==> config.mk <==
export PLATFORM = sky130hd
export DESIGN_NAME = ecs_top
export DESIGN_NICKNAME = d
export VERILOG_FILES = /design/src/shared/ecs_pkg.sv /design/src/design/ecs_top.sv
export SDC_FILE = /design/constraint.sdc
export NUM_CORES = 1
export LEC_CHECK = 0
export BUFFER_PORTS_ARGS = -buffer_cell sky130_fd_sc_hd__buf_2
export CORE_UTILIZATION = 49
export DETAILED_ROUTE_END_ITERATION = 7
export PLACE_DENSITY_LB_ADDON = 0.12
export RECOVER_POWER = 100
export SYNTH_ARGS = -nofsm -noshare
export SYNTH_HDL_FRONTEND = slang
export SYNTH_SLANG_ARGS = --single-unit
==> constraint.sdc <==
create_clock -name pclk -period 1.94 [get_ports pclk]
set_input_delay 0 -clock pclk [delete_from_list [all_inputs] [get_ports pclk]]
set_output_delay 0 -clock pclk [all_outputs]
set_load 0.02 [all_outputs]
==> src/shared/ecs_pkg.sv <==
package ecs_pkg;
   // =====================================================================
   // register map (byte addresses on apb)
   localparam logic [7:0] REG_MODE   = 8'h00;
   localparam logic [7:0] REG_INIT   = 8'h04;
   localparam logic [7:0] REG_STATUS = 8'h08;
   localparam logic [7:0] REG_CMD    = 8'h0c;
   localparam logic [7:0] REG_MAP    = 8'h10;

   // =====================================================================
   // field positions
   localparam int MODE_ROLE_LSB  = 0;
   localparam int MODE_SYNC_BIT  = 2;
   localparam int MODE_POLL_BIT  = 3;
   localparam int INIT_CLK_BIT   = 0;
   localparam int INIT_RAM_BIT   = 1;
   localparam int INIT_PAGE_BIT  = 2;
   localparam int INIT_ABITS_LSB = 3;
   localparam int CMD_RUN_BIT    = 0;
   localparam int CMD_HALT_BIT   = 1;

   // =====================================================================
   // reset values
   localparam logic [1:0] ROLE_RST  = 2'h0;
   localparam logic       SYNC_RST  = 1'b0;
   localparam logic       POLL_RST  = 1'b0;
   localparam logic       CLK_RST   = 1'b0;
   localparam logic       RAM_RST   = 1'b0;
   localparam logic       PAGE_RST  = 1'b0;
   localparam logic [3:0] ABITS_RST = 4'h0;
   localparam logic [5:0] PIN_RST   = 6'h0b;

   // =====================================================================
   // encodings
   typedef enum logic [1:0] {
      ECS_STANDALONE_ROLE = 2'h0,
      ECS_MASTER_ROLE     = 2'h1,
      ECS_SLAVE_ROLE      = 2'h2
   } ecs_role_t;

   localparam logic CLK_INTERNAL = 1'b0;
   localparam logic CLK_TARGET   = 1'b1;
   localparam int   PROBE_LINES  = 8;
   localparam int   MAP_BLOCKS   = 16;

   // =====================================================================
   // timing
   localparam int CLK_MHZ        = 10;
   localparam int POLL_PERIOD_US = 100;
   localparam int POLL_CYCLES    = POLL_PERIOD_US * CLK_MHZ;
endpackage

==> src/design/ecs_top.sv <==
// Our own choices: the placing of the registers and the APB slave port.
module ecs_top #(
   parameter int POLL_CYCLES = ecs_pkg::POLL_CYCLES,
   parameter int MAP_BLOCKS  = ecs_pkg::MAP_BLOCKS,
   parameter int PROBE_LINES = ecs_pkg::PROBE_LINES
) (
   input  wire logic                   pclk,
   input  wire logic                   presetn,
   input  wire logic                   psel,
   input  wire logic                   penable,
   input  wire logic                   pwrite,
   input  wire logic [7:0]             paddr,
   input  wire logic [31:0]            pwdata,
   output logic      [31:0]            prdata,
   output logic                        pready,
   output logic                        pslverr,
   input  wire logic                   front_panel_reset_n,
   input  wire logic                   target_reset_n,
   input  wire logic                   target_clk_fast,
   input  wire logic                   keyboard_break,
   input  wire logic                   emulator_break,
   input  wire logic                   sync_line_i,
   output logic                        sync_line_o,
   output logic                        sync_line_oe_n,
   output logic                        run_enable,
   output logic [1:0]                  role,
   output logic                        clk_sel_target,
   output logic                        auto_first_wait_state,
   output logic                        emu_ram_mapped,
   output logic                        expansion_page_b,
   output logic [MAP_BLOCKS-1:0]       expansion_memory_map,
   output logic [PROBE_LINES-1:0]      trace_addr_mask,
   output logic                        poll_keyboard,
   output logic                        poll_emulator
);

   // =====================================================================
   // elaboration checks
   if (PROBE_LINES != 8) begin : g_chk_probe
      $error("probe count must be 8");
   end
   if (MAP_BLOCKS < 1 || MAP_BLOCKS > 32) begin : g_chk_map
      $error("map width must be 1 to 32");
   end
   if (POLL_CYCLES < 2) begin : g_chk_poll
      $error("poll period too short");
   end

   typedef enum {ECS_IDLE, ECS_SYNC_WAIT, ECS_RUNNING} ecs_state_t;

   function automatic logic hit(input logic [7:0] a, input logic [7:0] r);
      hit = (a == r);
   endfunction

   // =====================================================================
   // pin synchronisers: three stages, change taken when stages 2 and 3 agree
   logic [5:0] pin_raw;
   logic [5:0] pin_s1_reg;
   logic [5:0] pin_s2_reg;
   logic [5:0] pin_s3_reg;
   logic [5:0] pin_reg;

   assign pin_raw = {emulator_break, keyboard_break, sync_line_i,
                     target_clk_fast, target_reset_n, front_panel_reset_n};

   for (genvar i = 0; i < 6; i++) begin : g_pin
      always_ff @(posedge pclk or negedge presetn) begin
         if (!presetn) begin
            pin_s1_reg[i] <= ecs_pkg::PIN_RST[i];
            pin_s2_reg[i] <= ecs_pkg::PIN_RST[i];
            pin_s3_reg[i] <= ecs_pkg::PIN_RST[i];
            pin_reg[i]    <= ecs_pkg::PIN_RST[i];
         end else begin
            pin_s1_reg[i] <= pin_raw[i];
            pin_s2_reg[i] <= pin_s1_reg[i];
            pin_s3_reg[i] <= pin_s2_reg[i];
            if (pin_s2_reg[i] == pin_s3_reg[i]) begin
               pin_reg[i] <= pin_s3_reg[i];
            end
         end
      end
   end

   logic fp_n_f;
   logic tgt_rst_n_f;
   logic tgt_fast_f;
   logic sync_line_f;
   logic kbd_brk_f;
   logic emu_brk_f;
   logic tgt_rst_n_d_reg;

   assign fp_n_f      = pin_reg[0];
   assign tgt_rst_n_f = pin_reg[1];
   assign tgt_fast_f  = pin_reg[2];
   assign sync_line_f = pin_reg[3];
   assign kbd_brk_f   = pin_reg[4];
   assign emu_brk_f   = pin_reg[5];

   always_ff @(posedge pclk or negedge presetn) begin
      if (!presetn) begin
         tgt_rst_n_d_reg <= 1'b1;
      end else begin
         tgt_rst_n_d_reg <= tgt_rst_n_f;
      end
   end

   // =====================================================================
   // apb slave: zero wait states, read data captured in the setup cycle
   logic setup_ph;
   logic wr_acc;
   logic mapped;

   assign setup_ph = psel && !penable;
   assign wr_acc   = psel && penable && pwrite;
   assign mapped   = hit(paddr, ecs_pkg::REG_MODE) || hit(paddr, ecs_pkg::REG_INIT) ||
                     hit(paddr, ecs_pkg::REG_STATUS) || hit(paddr, ecs_pkg::REG_CMD) ||
                     hit(paddr, ecs_pkg::REG_MAP);
   assign pready   = 1'b1;
   assign pslverr  = psel && penable && !mapped;

   // =====================================================================
   // settings
   logic [1:0]            role_reg;
   logic                  sync_en_reg;
   logic                  autopoll_reg;
   logic                  clk_src_reg;
   logic                  emu_ram_reg;
   logic                  page_sel_reg;
   logic [3:0]            abits_reg;
   logic [MAP_BLOCKS-1:0] map_a_reg;
   logic [MAP_BLOCKS-1:0] map_b_reg;
   logic [3:0]            abits_next;

   assign abits_next = pwdata[ecs_pkg::INIT_ABITS_LSB +: 4];

   // front-panel reset held low keeps every setting at its default
   always_ff @(posedge pclk or negedge presetn) begin
      if (!presetn) begin
         role_reg     <= ecs_pkg::ROLE_RST;
         sync_en_reg  <= ecs_pkg::SYNC_RST;
         autopoll_reg <= ecs_pkg::POLL_RST;
      end else if (!fp_n_f) begin
         role_reg     <= ecs_pkg::ROLE_RST;
         sync_en_reg  <= ecs_pkg::SYNC_RST;
         autopoll_reg <= ecs_pkg::POLL_RST;
      end else if (wr_acc && hit(paddr, ecs_pkg::REG_MODE)) begin
         // the unused code 3 is refused and the role kept
         if (pwdata[ecs_pkg::MODE_ROLE_LSB +: 2] != 2'h3) begin
            role_reg <= pwdata[ecs_pkg::MODE_ROLE_LSB +: 2];
         end
         sync_en_reg  <= pwdata[ecs_pkg::MODE_SYNC_BIT];
         autopoll_reg <= pwdata[ecs_pkg::MODE_POLL_BIT];
      end
   end

   always_ff @(posedge pclk or negedge presetn) begin
      if (!presetn) begin
         clk_src_reg  <= ecs_pkg::CLK_RST;
         emu_ram_reg  <= ecs_pkg::RAM_RST;
         page_sel_reg <= ecs_pkg::PAGE_RST;
         abits_reg    <= ecs_pkg::ABITS_RST;
      end else if (!fp_n_f) begin
         clk_src_reg  <= ecs_pkg::CLK_INTERNAL;
         emu_ram_reg  <= ecs_pkg::RAM_RST;
         page_sel_reg <= ecs_pkg::PAGE_RST;
         abits_reg    <= ecs_pkg::ABITS_RST;
      end else if (wr_acc && hit(paddr, ecs_pkg::REG_INIT)) begin
         clk_src_reg  <= pwdata[ecs_pkg::INIT_CLK_BIT];
         emu_ram_reg  <= pwdata[ecs_pkg::INIT_RAM_BIT];
         page_sel_reg <= pwdata[ecs_pkg::INIT_PAGE_BIT];
         if (abits_next <= 4'h8) begin
            abits_reg <= abits_next;
         end
      end
   end

   // a map write lands only in the selected page, the other stays put
   always_ff @(posedge pclk or negedge presetn) begin
      if (!presetn) begin
         map_a_reg <= '0;
         map_b_reg <= '0;
      end else if (!fp_n_f) begin
         map_a_reg <= '0;
         map_b_reg <= '0;
      end else if (wr_acc && hit(paddr, ecs_pkg::REG_MAP)) begin
         if (page_sel_reg) begin
            map_b_reg <= pwdata[MAP_BLOCKS-1:0];
         end else begin
            map_a_reg <= pwdata[MAP_BLOCKS-1:0];
         end
      end
   end

   // =====================================================================
   // automatic first wait state
   logic wait_state_reg;

   // an init write arms the wait state from the clock choice it carries
   always_ff @(posedge pclk or negedge presetn) begin
      if (!presetn) begin
         wait_state_reg <= 1'b0;
      end else if (!fp_n_f) begin
         wait_state_reg <= 1'b0;
      end else if (wr_acc && hit(paddr, ecs_pkg::REG_INIT)) begin
         wait_state_reg <= (pwdata[ecs_pkg::INIT_CLK_BIT] == ecs_pkg::CLK_TARGET);
      end else if (clk_src_reg != ecs_pkg::CLK_TARGET) begin
         wait_state_reg <= 1'b0;
      end else if (tgt_fast_f) begin
         wait_state_reg <= 1'b1;
      end else if (tgt_rst_n_d_reg && !tgt_rst_n_f) begin
         wait_state_reg <= 1'b0;
      end
   end

   // =====================================================================
   // run control with synchronous start over the wired-and chain line
   ecs_state_t state_reg;
   logic       cmd_run;
   logic       cmd_halt;
   logic       brk_reg;

   assign cmd_run  = wr_acc && hit(paddr, ecs_pkg::REG_CMD) && pwdata[ecs_pkg::CMD_RUN_BIT];
   assign cmd_halt = wr_acc && hit(paddr, ecs_pkg::REG_CMD) && pwdata[ecs_pkg::CMD_HALT_BIT];

   always_ff @(posedge pclk or negedge presetn) begin
      if (!presetn) begin
         state_reg <= ECS_IDLE;
      end else if (!fp_n_f || cmd_halt || brk_reg) begin
         state_reg <= ECS_IDLE;
      end else begin
         unique case (state_reg)
            ECS_IDLE: begin
               if (cmd_run) begin
                  state_reg <= sync_en_reg ? ECS_SYNC_WAIT : ECS_RUNNING;
               end
            end
            ECS_SYNC_WAIT: begin
               if (!sync_en_reg || sync_line_f) begin
                  state_reg <= ECS_RUNNING;
               end
            end
            ECS_RUNNING: begin
               state_reg <= ECS_RUNNING;
            end
         endcase
      end
   end

   // an armed unit without its run order holds the line low
   always_ff @(posedge pclk or negedge presetn) begin
      if (!presetn) begin
         sync_line_oe_n <= 1'b1;
      end else begin
         sync_line_oe_n <= !(sync_en_reg && fp_n_f && state_reg == ECS_IDLE && !cmd_run);
      end
   end
   assign sync_line_o = 1'b0;

   // =====================================================================
   // autopoll: divider enable, strobes alternate keyboard then emulator
   logic [$clog2(POLL_CYCLES)-1:0] poll_cnt_reg;
   logic                           poll_tick;
   logic                           poll_phase_reg;

   assign poll_tick = (poll_cnt_reg == '0);

   always_ff @(posedge pclk or negedge presetn) begin
      if (!presetn) begin
         poll_cnt_reg <= '0;
      end else if (!autopoll_reg || poll_tick) begin
         poll_cnt_reg <= ($clog2(POLL_CYCLES))'(POLL_CYCLES - 1);
      end else begin
         poll_cnt_reg <= poll_cnt_reg - 1'b1;
      end
   end

   always_ff @(posedge pclk or negedge presetn) begin
      if (!presetn) begin
         poll_phase_reg <= 1'b0;
         poll_keyboard  <= 1'b0;
         poll_emulator  <= 1'b0;
      end else begin
         poll_keyboard <= autopoll_reg && poll_tick && !poll_phase_reg;
         poll_emulator <= autopoll_reg && poll_tick && poll_phase_reg;
         if (!autopoll_reg) begin
            poll_phase_reg <= 1'b0;
         end else if (poll_tick) begin
            poll_phase_reg <= !poll_phase_reg;
         end
      end
   end

   // a break seen on the polled source stops the run
   always_ff @(posedge pclk or negedge presetn) begin
      if (!presetn) begin
         brk_reg <= 1'b0;
      end else begin
         brk_reg <= (poll_keyboard && kbd_brk_f) || (poll_emulator && emu_brk_f);
      end
   end

   // =====================================================================
   // outputs and read data
   logic [MAP_BLOCKS-1:0] map_cur;

   assign map_cur = page_sel_reg ? map_b_reg : map_a_reg;

   for (genvar i = 0; i < PROBE_LINES; i++) begin : g_probe
      assign trace_addr_mask[i] = (4'(i) < abits_reg);
   end

   always_ff @(posedge pclk or negedge presetn) begin
      if (!presetn) begin
         run_enable            <= 1'b0;
         role                  <= ecs_pkg::ROLE_RST;
         clk_sel_target        <= ecs_pkg::CLK_RST;
         auto_first_wait_state <= 1'b0;
         emu_ram_mapped        <= ecs_pkg::RAM_RST;
         expansion_page_b      <= ecs_pkg::PAGE_RST;
         expansion_memory_map  <= '0;
      end else begin
         run_enable            <= (state_reg == ECS_RUNNING);
         role                  <= role_reg;
         clk_sel_target        <= clk_src_reg;
         auto_first_wait_state <= wait_state_reg;
         emu_ram_mapped        <= emu_ram_reg;
         expansion_page_b      <= page_sel_reg;
         expansion_memory_map  <= map_cur;
      end
   end

   always_ff @(posedge pclk or negedge presetn) begin
      if (!presetn) begin
         prdata <= '0;
      end else if (setup_ph && !pwrite) begin
         prdata <= '0;
         if (hit(paddr, ecs_pkg::REG_MODE)) begin
            prdata[3:0] <= {autopoll_reg, sync_en_reg, role_reg};
         end else if (hit(paddr, ecs_pkg::REG_INIT)) begin
            prdata[6:0] <= {abits_reg, page_sel_reg, emu_ram_reg, clk_src_reg};
         end else if (hit(paddr, ecs_pkg::REG_STATUS)) begin
            prdata[5:0] <= {tgt_fast_f, poll_phase_reg, wait_state_reg, sync_line_f,
                            state_reg == ECS_SYNC_WAIT, state_reg == ECS_RUNNING};
         end else if (hit(paddr, ecs_pkg::REG_MAP)) begin
            prdata[MAP_BLOCKS-1:0] <= map_cur;
         end
      end
   end

   // =====================================================================
   // checks
   property p_role_legal;
      @(posedge pclk) disable iff (!presetn)
      role_reg != 2'h3 and (!fp_n_f |=> role_reg == ecs_pkg::ROLE_RST);
   endproperty
   a_role_legal: assert property (p_role_legal) else $error("role illegal or not reset");

   property p_sync_start;
      @(posedge pclk) disable iff (!presetn)
      (state_reg == ECS_SYNC_WAIT && sync_en_reg && fp_n_f && !cmd_halt && !brk_reg && !sync_line_f)
      |=> state_reg == ECS_SYNC_WAIT;
   endproperty
   a_sync_start: assert property (p_sync_start) else $error("started before chain ready");

   property p_sync_drive;
      @(posedge pclk) disable iff (!presetn)
      (state_reg == ECS_RUNNING) |-> ##1 sync_line_oe_n;
   endproperty
   a_sync_drive: assert property (p_sync_drive) else $error("line held while running");

   property p_poll_alt;
      @(posedge pclk) disable iff (!presetn)
      poll_keyboard |-> !poll_emulator ##1 !poll_keyboard [*2];
   endproperty
   a_poll_alt: assert property (p_poll_alt) else $error("poll strobes not alternating");

   property p_poll_off;
      @(posedge pclk) disable iff (!presetn)
      !autopoll_reg [*2] |-> !poll_keyboard && !poll_emulator;
   endproperty
   a_poll_off: assert property (p_poll_off) else $error("poll while autopoll off");

   property p_clk_recover;
      @(posedge pclk) disable iff (!presetn)
      !fp_n_f |-> ##2 !clk_sel_target;
   endproperty
   a_clk_recover: assert property (p_clk_recover) else $error("front panel reset ignored");

   property p_wait_forced;
      @(posedge pclk) disable iff (!presetn)
      (clk_src_reg && tgt_fast_f && fp_n_f && !(wr_acc && hit(paddr, ecs_pkg::REG_INIT)))
      |-> ##2 auto_first_wait_state;
   endproperty
   a_wait_forced: assert property (p_wait_forced) else $error("wait state not forced");

   property p_wait_internal;
      @(posedge pclk) disable iff (!presetn)
      !clk_src_reg |-> !wait_state_reg;
   endproperty
   a_wait_internal: assert property (p_wait_internal) else $error("wait state on internal clock");

   property p_probe_split;
      @(posedge pclk) disable iff (!presetn)
      abits_reg <= 4'h8 && $countones(trace_addr_mask) == int'(abits_reg);
   endproperty
   a_probe_split: assert property (p_probe_split) else $error("probe split wrong");

   property p_page_keep;
      @(posedge pclk) disable iff (!presetn)
      (page_sel_reg && fp_n_f) |=> $stable(map_a_reg);
   endproperty
   a_page_keep: assert property (p_page_keep) else $error("page A map disturbed");

   property p_ram_map;
      @(posedge pclk) disable iff (!presetn)
      (wr_acc && hit(paddr, ecs_pkg::REG_INIT) && fp_n_f) |-> ##2 emu_ram_mapped == $past(pwdata[1], 2);
   endproperty
   a_ram_map: assert property (p_ram_map) else $error("ram map setting not applied");

endmodule

## Yosys cells after proc, flatten, opt, wreduce, memory -nomap -nowiden

Index checks and enable logic that the tools add are counted.
W data, S select, Z words.

| storage, ports and cells | value |
|---|---|
| memories | 0 |
| output and inout port bits | 69 |
| bits of input ports | 51 |
| register bits | 155 |
| ROM bits | 0 |
| RAM bits | 0 |
| bits in latches | 0 |

| operators by class | value |
|---|---|
| mux-type cells | 43 |
| reductions and logical operators | 48 |
| equality and inequality tests | 26 |
| bitwise gates (word level) | 0 |
| shift operators | 0 |
| div/mod/pow operators | 0 |
| multipliers | 0 |
| add/sub/neg operators | 1 |
| magnitude comparators | 9 |

Operators with widths:

| operator | count |
|---|---|
| $mux W16 | 8 |
| $mux W32 | 3 |
| $pmux W32 S3 | 1 |
| $eq A32 B2 Y1 const B | 2 |
| $logic_not A32 Y1 | 2 |
| $eq A32 B1 Y1 const B | 1 |
| $eq A32 B3 Y1 const B | 1 |
| $logic_and A1 B1 Y1 | 20 |
| $mux W10 | 2 |
| $mux W1 | 17 |
| $eq A8 B4 Y1 const B | 2 |
| $lt A3 B4 Y1 const A | 4 |
| $mux W4 | 4 |
| $ne A2 B1 Y1 const B | 7 |
| $mux W12 | 1 |
| $logic_not A1 Y1 | 10 |
| $logic_not A10 Y1 | 1 |
| $reduce_and A2 Y1 | 5 |
| $sub A10 B1 Y10 const B | 1 |
| $logic_or A1 B1 Y1 | 9 |
| $mux W9 | 1 |
| $eq A8 B3 Y1 const B | 1 |
| $eq A8 B5 Y1 const B | 1 |
| $logic_not A8 Y1 | 1 |
| 10 further kinds | 22 |

## Logic depth before layout (Yosys ltp)

| depth | value |
|---|---|
| depth after elaboration | 8 |
| mapped depth | 8 |
| depth with buffers taken out | 6 |

## Worst setup path before layout

Ideal clock, no wire load.

| timing | value |
|---|---|
| path type | reg2reg |
| from | register poll_cnt_reg[0] |
| to | register poll_phase_reg |
| stages on the path, launching flop included | 9 |
| arrival | 1.982 ns |
| data required time | 1.821 ns |
| path buffers | 2 |
| setup time | 0.119 ns |
| slack | -0.161 ns |
| cell sequence | dfrtp_1 > inv_1 > ha_1 > or3b_1 > clkbuf_1 > or4b_1 > clkbuf_1 > xnor2_1 > and2_1 |

| between the ends | value |
|---|---|
| word-level cells in the longest chain between the ends | 2 |

Ends and longest elaborated chain:

| element | RTL line | source |
|---|---|---|
| start, declared | ecs_top.sv:261 | `logic [$clog2(POLL_CYCLES)-1:0] poll_cnt_reg;` |
| start signal, assigned | ecs_top.sv:271 | `poll_cnt_reg <= ($clog2(POLL_CYCLES))'(POLL_CYCLES - 1);` |
| start signal, assigned | ecs_top.sv:273 | `poll_cnt_reg <= poll_cnt_reg - 1'b1;` |
| $logic_not A10 Y1 | ecs_top.sv:265 | `assign poll_tick = (poll_cnt_reg == '0);` |
| $ne A2 B1 Y1 (no line) | n/a |  |
| end signal, assigned | ecs_top.sv:288 | `poll_phase_reg <= !poll_phase_reg;` |
| end, declared | ecs_top.sv:263 | `logic poll_phase_reg;` |

No other way between the ends.
A chain may end at the register's enable or synchronous reset.

## Final worst setup path

| timing | value |
|---|---|
| from | register poll_cnt_reg[1] |
| to | register poll_phase_reg |

The elaborated chain is that of the path after synthesis.

==> impl_metrics.ini <==
[die]
die_x_um = 105.9
ioPinCount = 120
initial_core_util = 0.5081
die_h_um = 105.9
core_um2 = 10420
fp-row-count = 37
die-area_um2 = 11220

[yosys]
syn_area_um2 = 5293
syn_area_per_cell_um2 = 11.84
async_flop_share = 1.000
synth.area.top_cells = dfrtp_1, mux2i_1, dfstp_2, nand2_1, mux2_2
synth_top_family_by_area = simple AND/OR/NAND/NOR gates
yosysMostFrequentCell = dfrtp_1
synthMuxAreaShare = 0.1078
yosysUniqueCellTypes = 55
synth.yosys.seq_area_share = 0.5943
synth_top_area_cell = dfrtp_1
ys_seq_elements = 125
synthDominantCellAreaShare = 0.5248
synthAdderAreaFrac = 0.02080
synth_ff_type = dfrtp_1
synth_edf_count = 0
synth-compound-area-share = 0.06454
synthXorXnorAreaFrac = 0.009929
yosys.area_share.simple = 0.1515
syn_inst = 447
ys_top_cells_by_count = dfrtp_1, nand2_1, mux2i_1, buf_4
yosysWarnings = 0

[critical_path]
startpoint = poll_cnt_reg[1]
crit_chain = inv_1 -> ha_1 -> or3b_4 -> or4b_4 -> xnor2_1 -> and2_1
rr_startpoint = poll_cnt_reg[1]
crit_path_end_kind = register
worst_path_dominant_cell_family = simple AND/OR/NAND/NOR gates
critPathKind = reg -> reg
crit_slowest_cell = or4b_4
critPathBufInv = 1
critPathMaxFanout = 6
cpPeakStageDelay_ns = 0.54
cp-start-kind = register
arrival_ns = 2.33
required_ns = 2.35

[power]
pwr-share-seq = 0.449
p_leak_nw = 3.210
p_sw_mw = 1.293
pwr-share-clk = 0.498
p_int_mw = 4.671
comb_power_share = 0.053
peakVddDrop_v = 0.0004982
p_sw_frac = 0.2168
power.density_nw_per_um2 = 900.4

[grt]
grt_start_max_net_pins = 47
globalRouteOverflowTotal = 0
grt_antenna_before_repair = 0
gr-usage-all-layers = 0.2277
use_met3 = 0.05273
grt_use_met1 = 0.3036
grt_pass1_vias = 3848
grt_pass1_wl_um = 19280
grt_busiest_layer = met2
grt_use_met2 = 0.3478

[hold_path]
hp-start = pwrite
hold_class = in -> reg

[cts]
cts_buffers = 17
clkSlewWorstSetupHoldPaths_ns = 0.06
cts_max_path_buffers = 2
clock_sinks = 125
h-tree-depth = 4
cts_tree = built
root_buffer = clkbuf_8
clk_latency_ns = 0.53

[detailed_routing]
drc = 0
drt-total-wl_um = 11690
avgViaCountPerCell = 5.211
first_pass_iters = 4
drt_iter0_drc = 206
vias = 3783
avgRoutedWirePerCell_um = 16.10
ant_nets = 0

[sta]
fin_crit_ns = 1.921
setup_slack_ns = 0.01860
slew_violations = 0
fmax_mhz = 520.5
maxSlewHeadroom = 0.2729
clock_skew_ns = 0.009845
setup_violations = 0
post-route-period-util = 0.9904
tightest_slew_ns = 1.091
rsz0062_at_grt = true
hold_viol_final = 0
fin_tns_setup_ns = 0

[place]
gp_congestion = 0.8872
dp_hpwl_um = 7927
dp_worst_setup_slack_ns = -0.07377
dp.cells = 668
portBuffers = 85

[cells_and_area]
drive_gt1_frac = 0.1831
syn2layout_area_growth_pct = 25.13
multi_input_area_um2 = 1944
nFillCells = 860
instances_no_fill = 726
final_nets = 633
antenna_cells = 0
seq_area_um2 = 3146

[job]
maxCapViolCount = 0

[outcome]
status = finished, final reports clean
[layout by cell type (no fill, tap or decap), drive strengths merged, types with 2 or more instances in the layout]
cell | Yosys | routed
dfrtp | 111 | 111
nand2 | 90 | 90
clkbuf | 14 | 83
buf | 23 | 46
mux2i | 39 | 39
dlygate4sd3 | 0 | 27
conb | 2 | 18
nand3 | 16 | 16
mux2 | 16 | 16
dfstp | 14 | 14
nor2 | 10 | 10
inv | 8 | 8
nor2b | 8 | 8
clkinv | 1 | 7
a22o | 6 | 6
maj3 | 6 | 6
or4 | 6 | 6
xnor2 | 5 | 5
and2 | 4 | 4
or2 | 4 | 4
and3 | 4 | 4
o21ai | 4 | 4
a32o | 4 | 4
a221o | 4 | 4
ha | 4 | 4
nor4 | 4 | 4
nor3 | 3 | 3
o211ai | 3 | 3
a21oi | 3 | 3
a21o | 3 | 3
o221a | 3 | 3
or3 | 2 | 2
o31ai | 2 | 2
nand2b | 2 | 2
a21boi | 2 | 2
a22oi | 2 | 2
bufinv | 0 | 2
or3b | 2 | 2
[metrics by stage]
stage | cell area (µm²) | hold slack (ns) | total power [mW] | utilization
6_report | 6623 | 0.07839 | 5.963 | 0.6358
5_1_grt | 6623 | 0.08873 | 6.171 | 0.6358
4_1_cts | 6748 | 0.04234 | 6.029 | 0.6478
3_5_place_dp | 5917 | 0.05010 | 3.012 | 0.5680
3_3_place_gp | 5917 | 0.04368 | 3.002 | 0.5680
2_1_floorplan | 5355 | -0.2956 | 2.882 | -
[power by group through the flow]
stage	clock network (mW)	registers (mW)	logic [mW]
global placement	0	2.72	0.278
detailed placement	0	2.73	0.286
CTS	3.02	2.68	0.330
finish	2.97	2.68	0.314
floorplan	0	2.72	0.166
global route	3.14	2.68	0.352
[kinds of logic after synthesis]
family	after synthesis
flops	125
compound gates	41
fa+ha+maj	10
other cells	2
xor+xnor	6
buf+inv	46
simple gates	162
mux	55
[what timing repair did]
action / 4_1_cts / 5_1_grt
setup endpoints to repair: 5 / 21
hold buffers: 27 / 0
hold endpoints to repair: 170 / 0
setup buffers: 0 / 0
gates resized for setup: 1 / 2
pin swaps: 1 / 0
[final timing paths]
| kind | to | slack, ns | cells past startpoint |
|---|---|---|---|
| worst max register to register | poll_phase_reg | 0.02 | 6 |
| worst max-delay path | poll_phase_reg | 0.02 | 6 |
| max in group asynchronous | poll_cnt_reg[0] | 0.43 | 3 |
| worst min-delay path | prdata[5] | 0.08 | 4 |
| worst min register to register | pin_s2_reg[4] | 0.35 | 0 |
| min in group asynchronous | expansion_memory_map[9] | 0.21 | 2 |
[worst reg2reg max path, delay by kind of cell, from the launching register on]
family	cells	cell delay, ns
XOR/XNOR	1	0.14
adder cells (fa/ha/maj)	1	0.15
buffers and inverters	1	0.06
flip-flops	1	0.39
AND/OR/NAND/NOR	3	1.08
[per-layer routing]
| layer | vias to the layer above | share of wire | wire length [µm] |
|---|---|---|---|
| met1 | 1867 | 0.46 | 5322 |
| li1 | 1781 | - | - |
| met3 | 16 | 0.050 | 590 |
| met2 | 119 | 0.47 | 5534 |
| met5 | - | 0 | 0 |
| met4 | 0 | 0.020 | 239 |
[final cells by class]
type                       instances  area share
tap                              136     0.02569
timing repair buffer             133      0.1166
clock buffer                      23     0.07047
inverter                           9    0.005101
clock inverter                     8     0.01360
sequential                       125      0.4750
multi-input combinational        292      0.2936
Note: power is estimated with default switching activity, not from simulation.
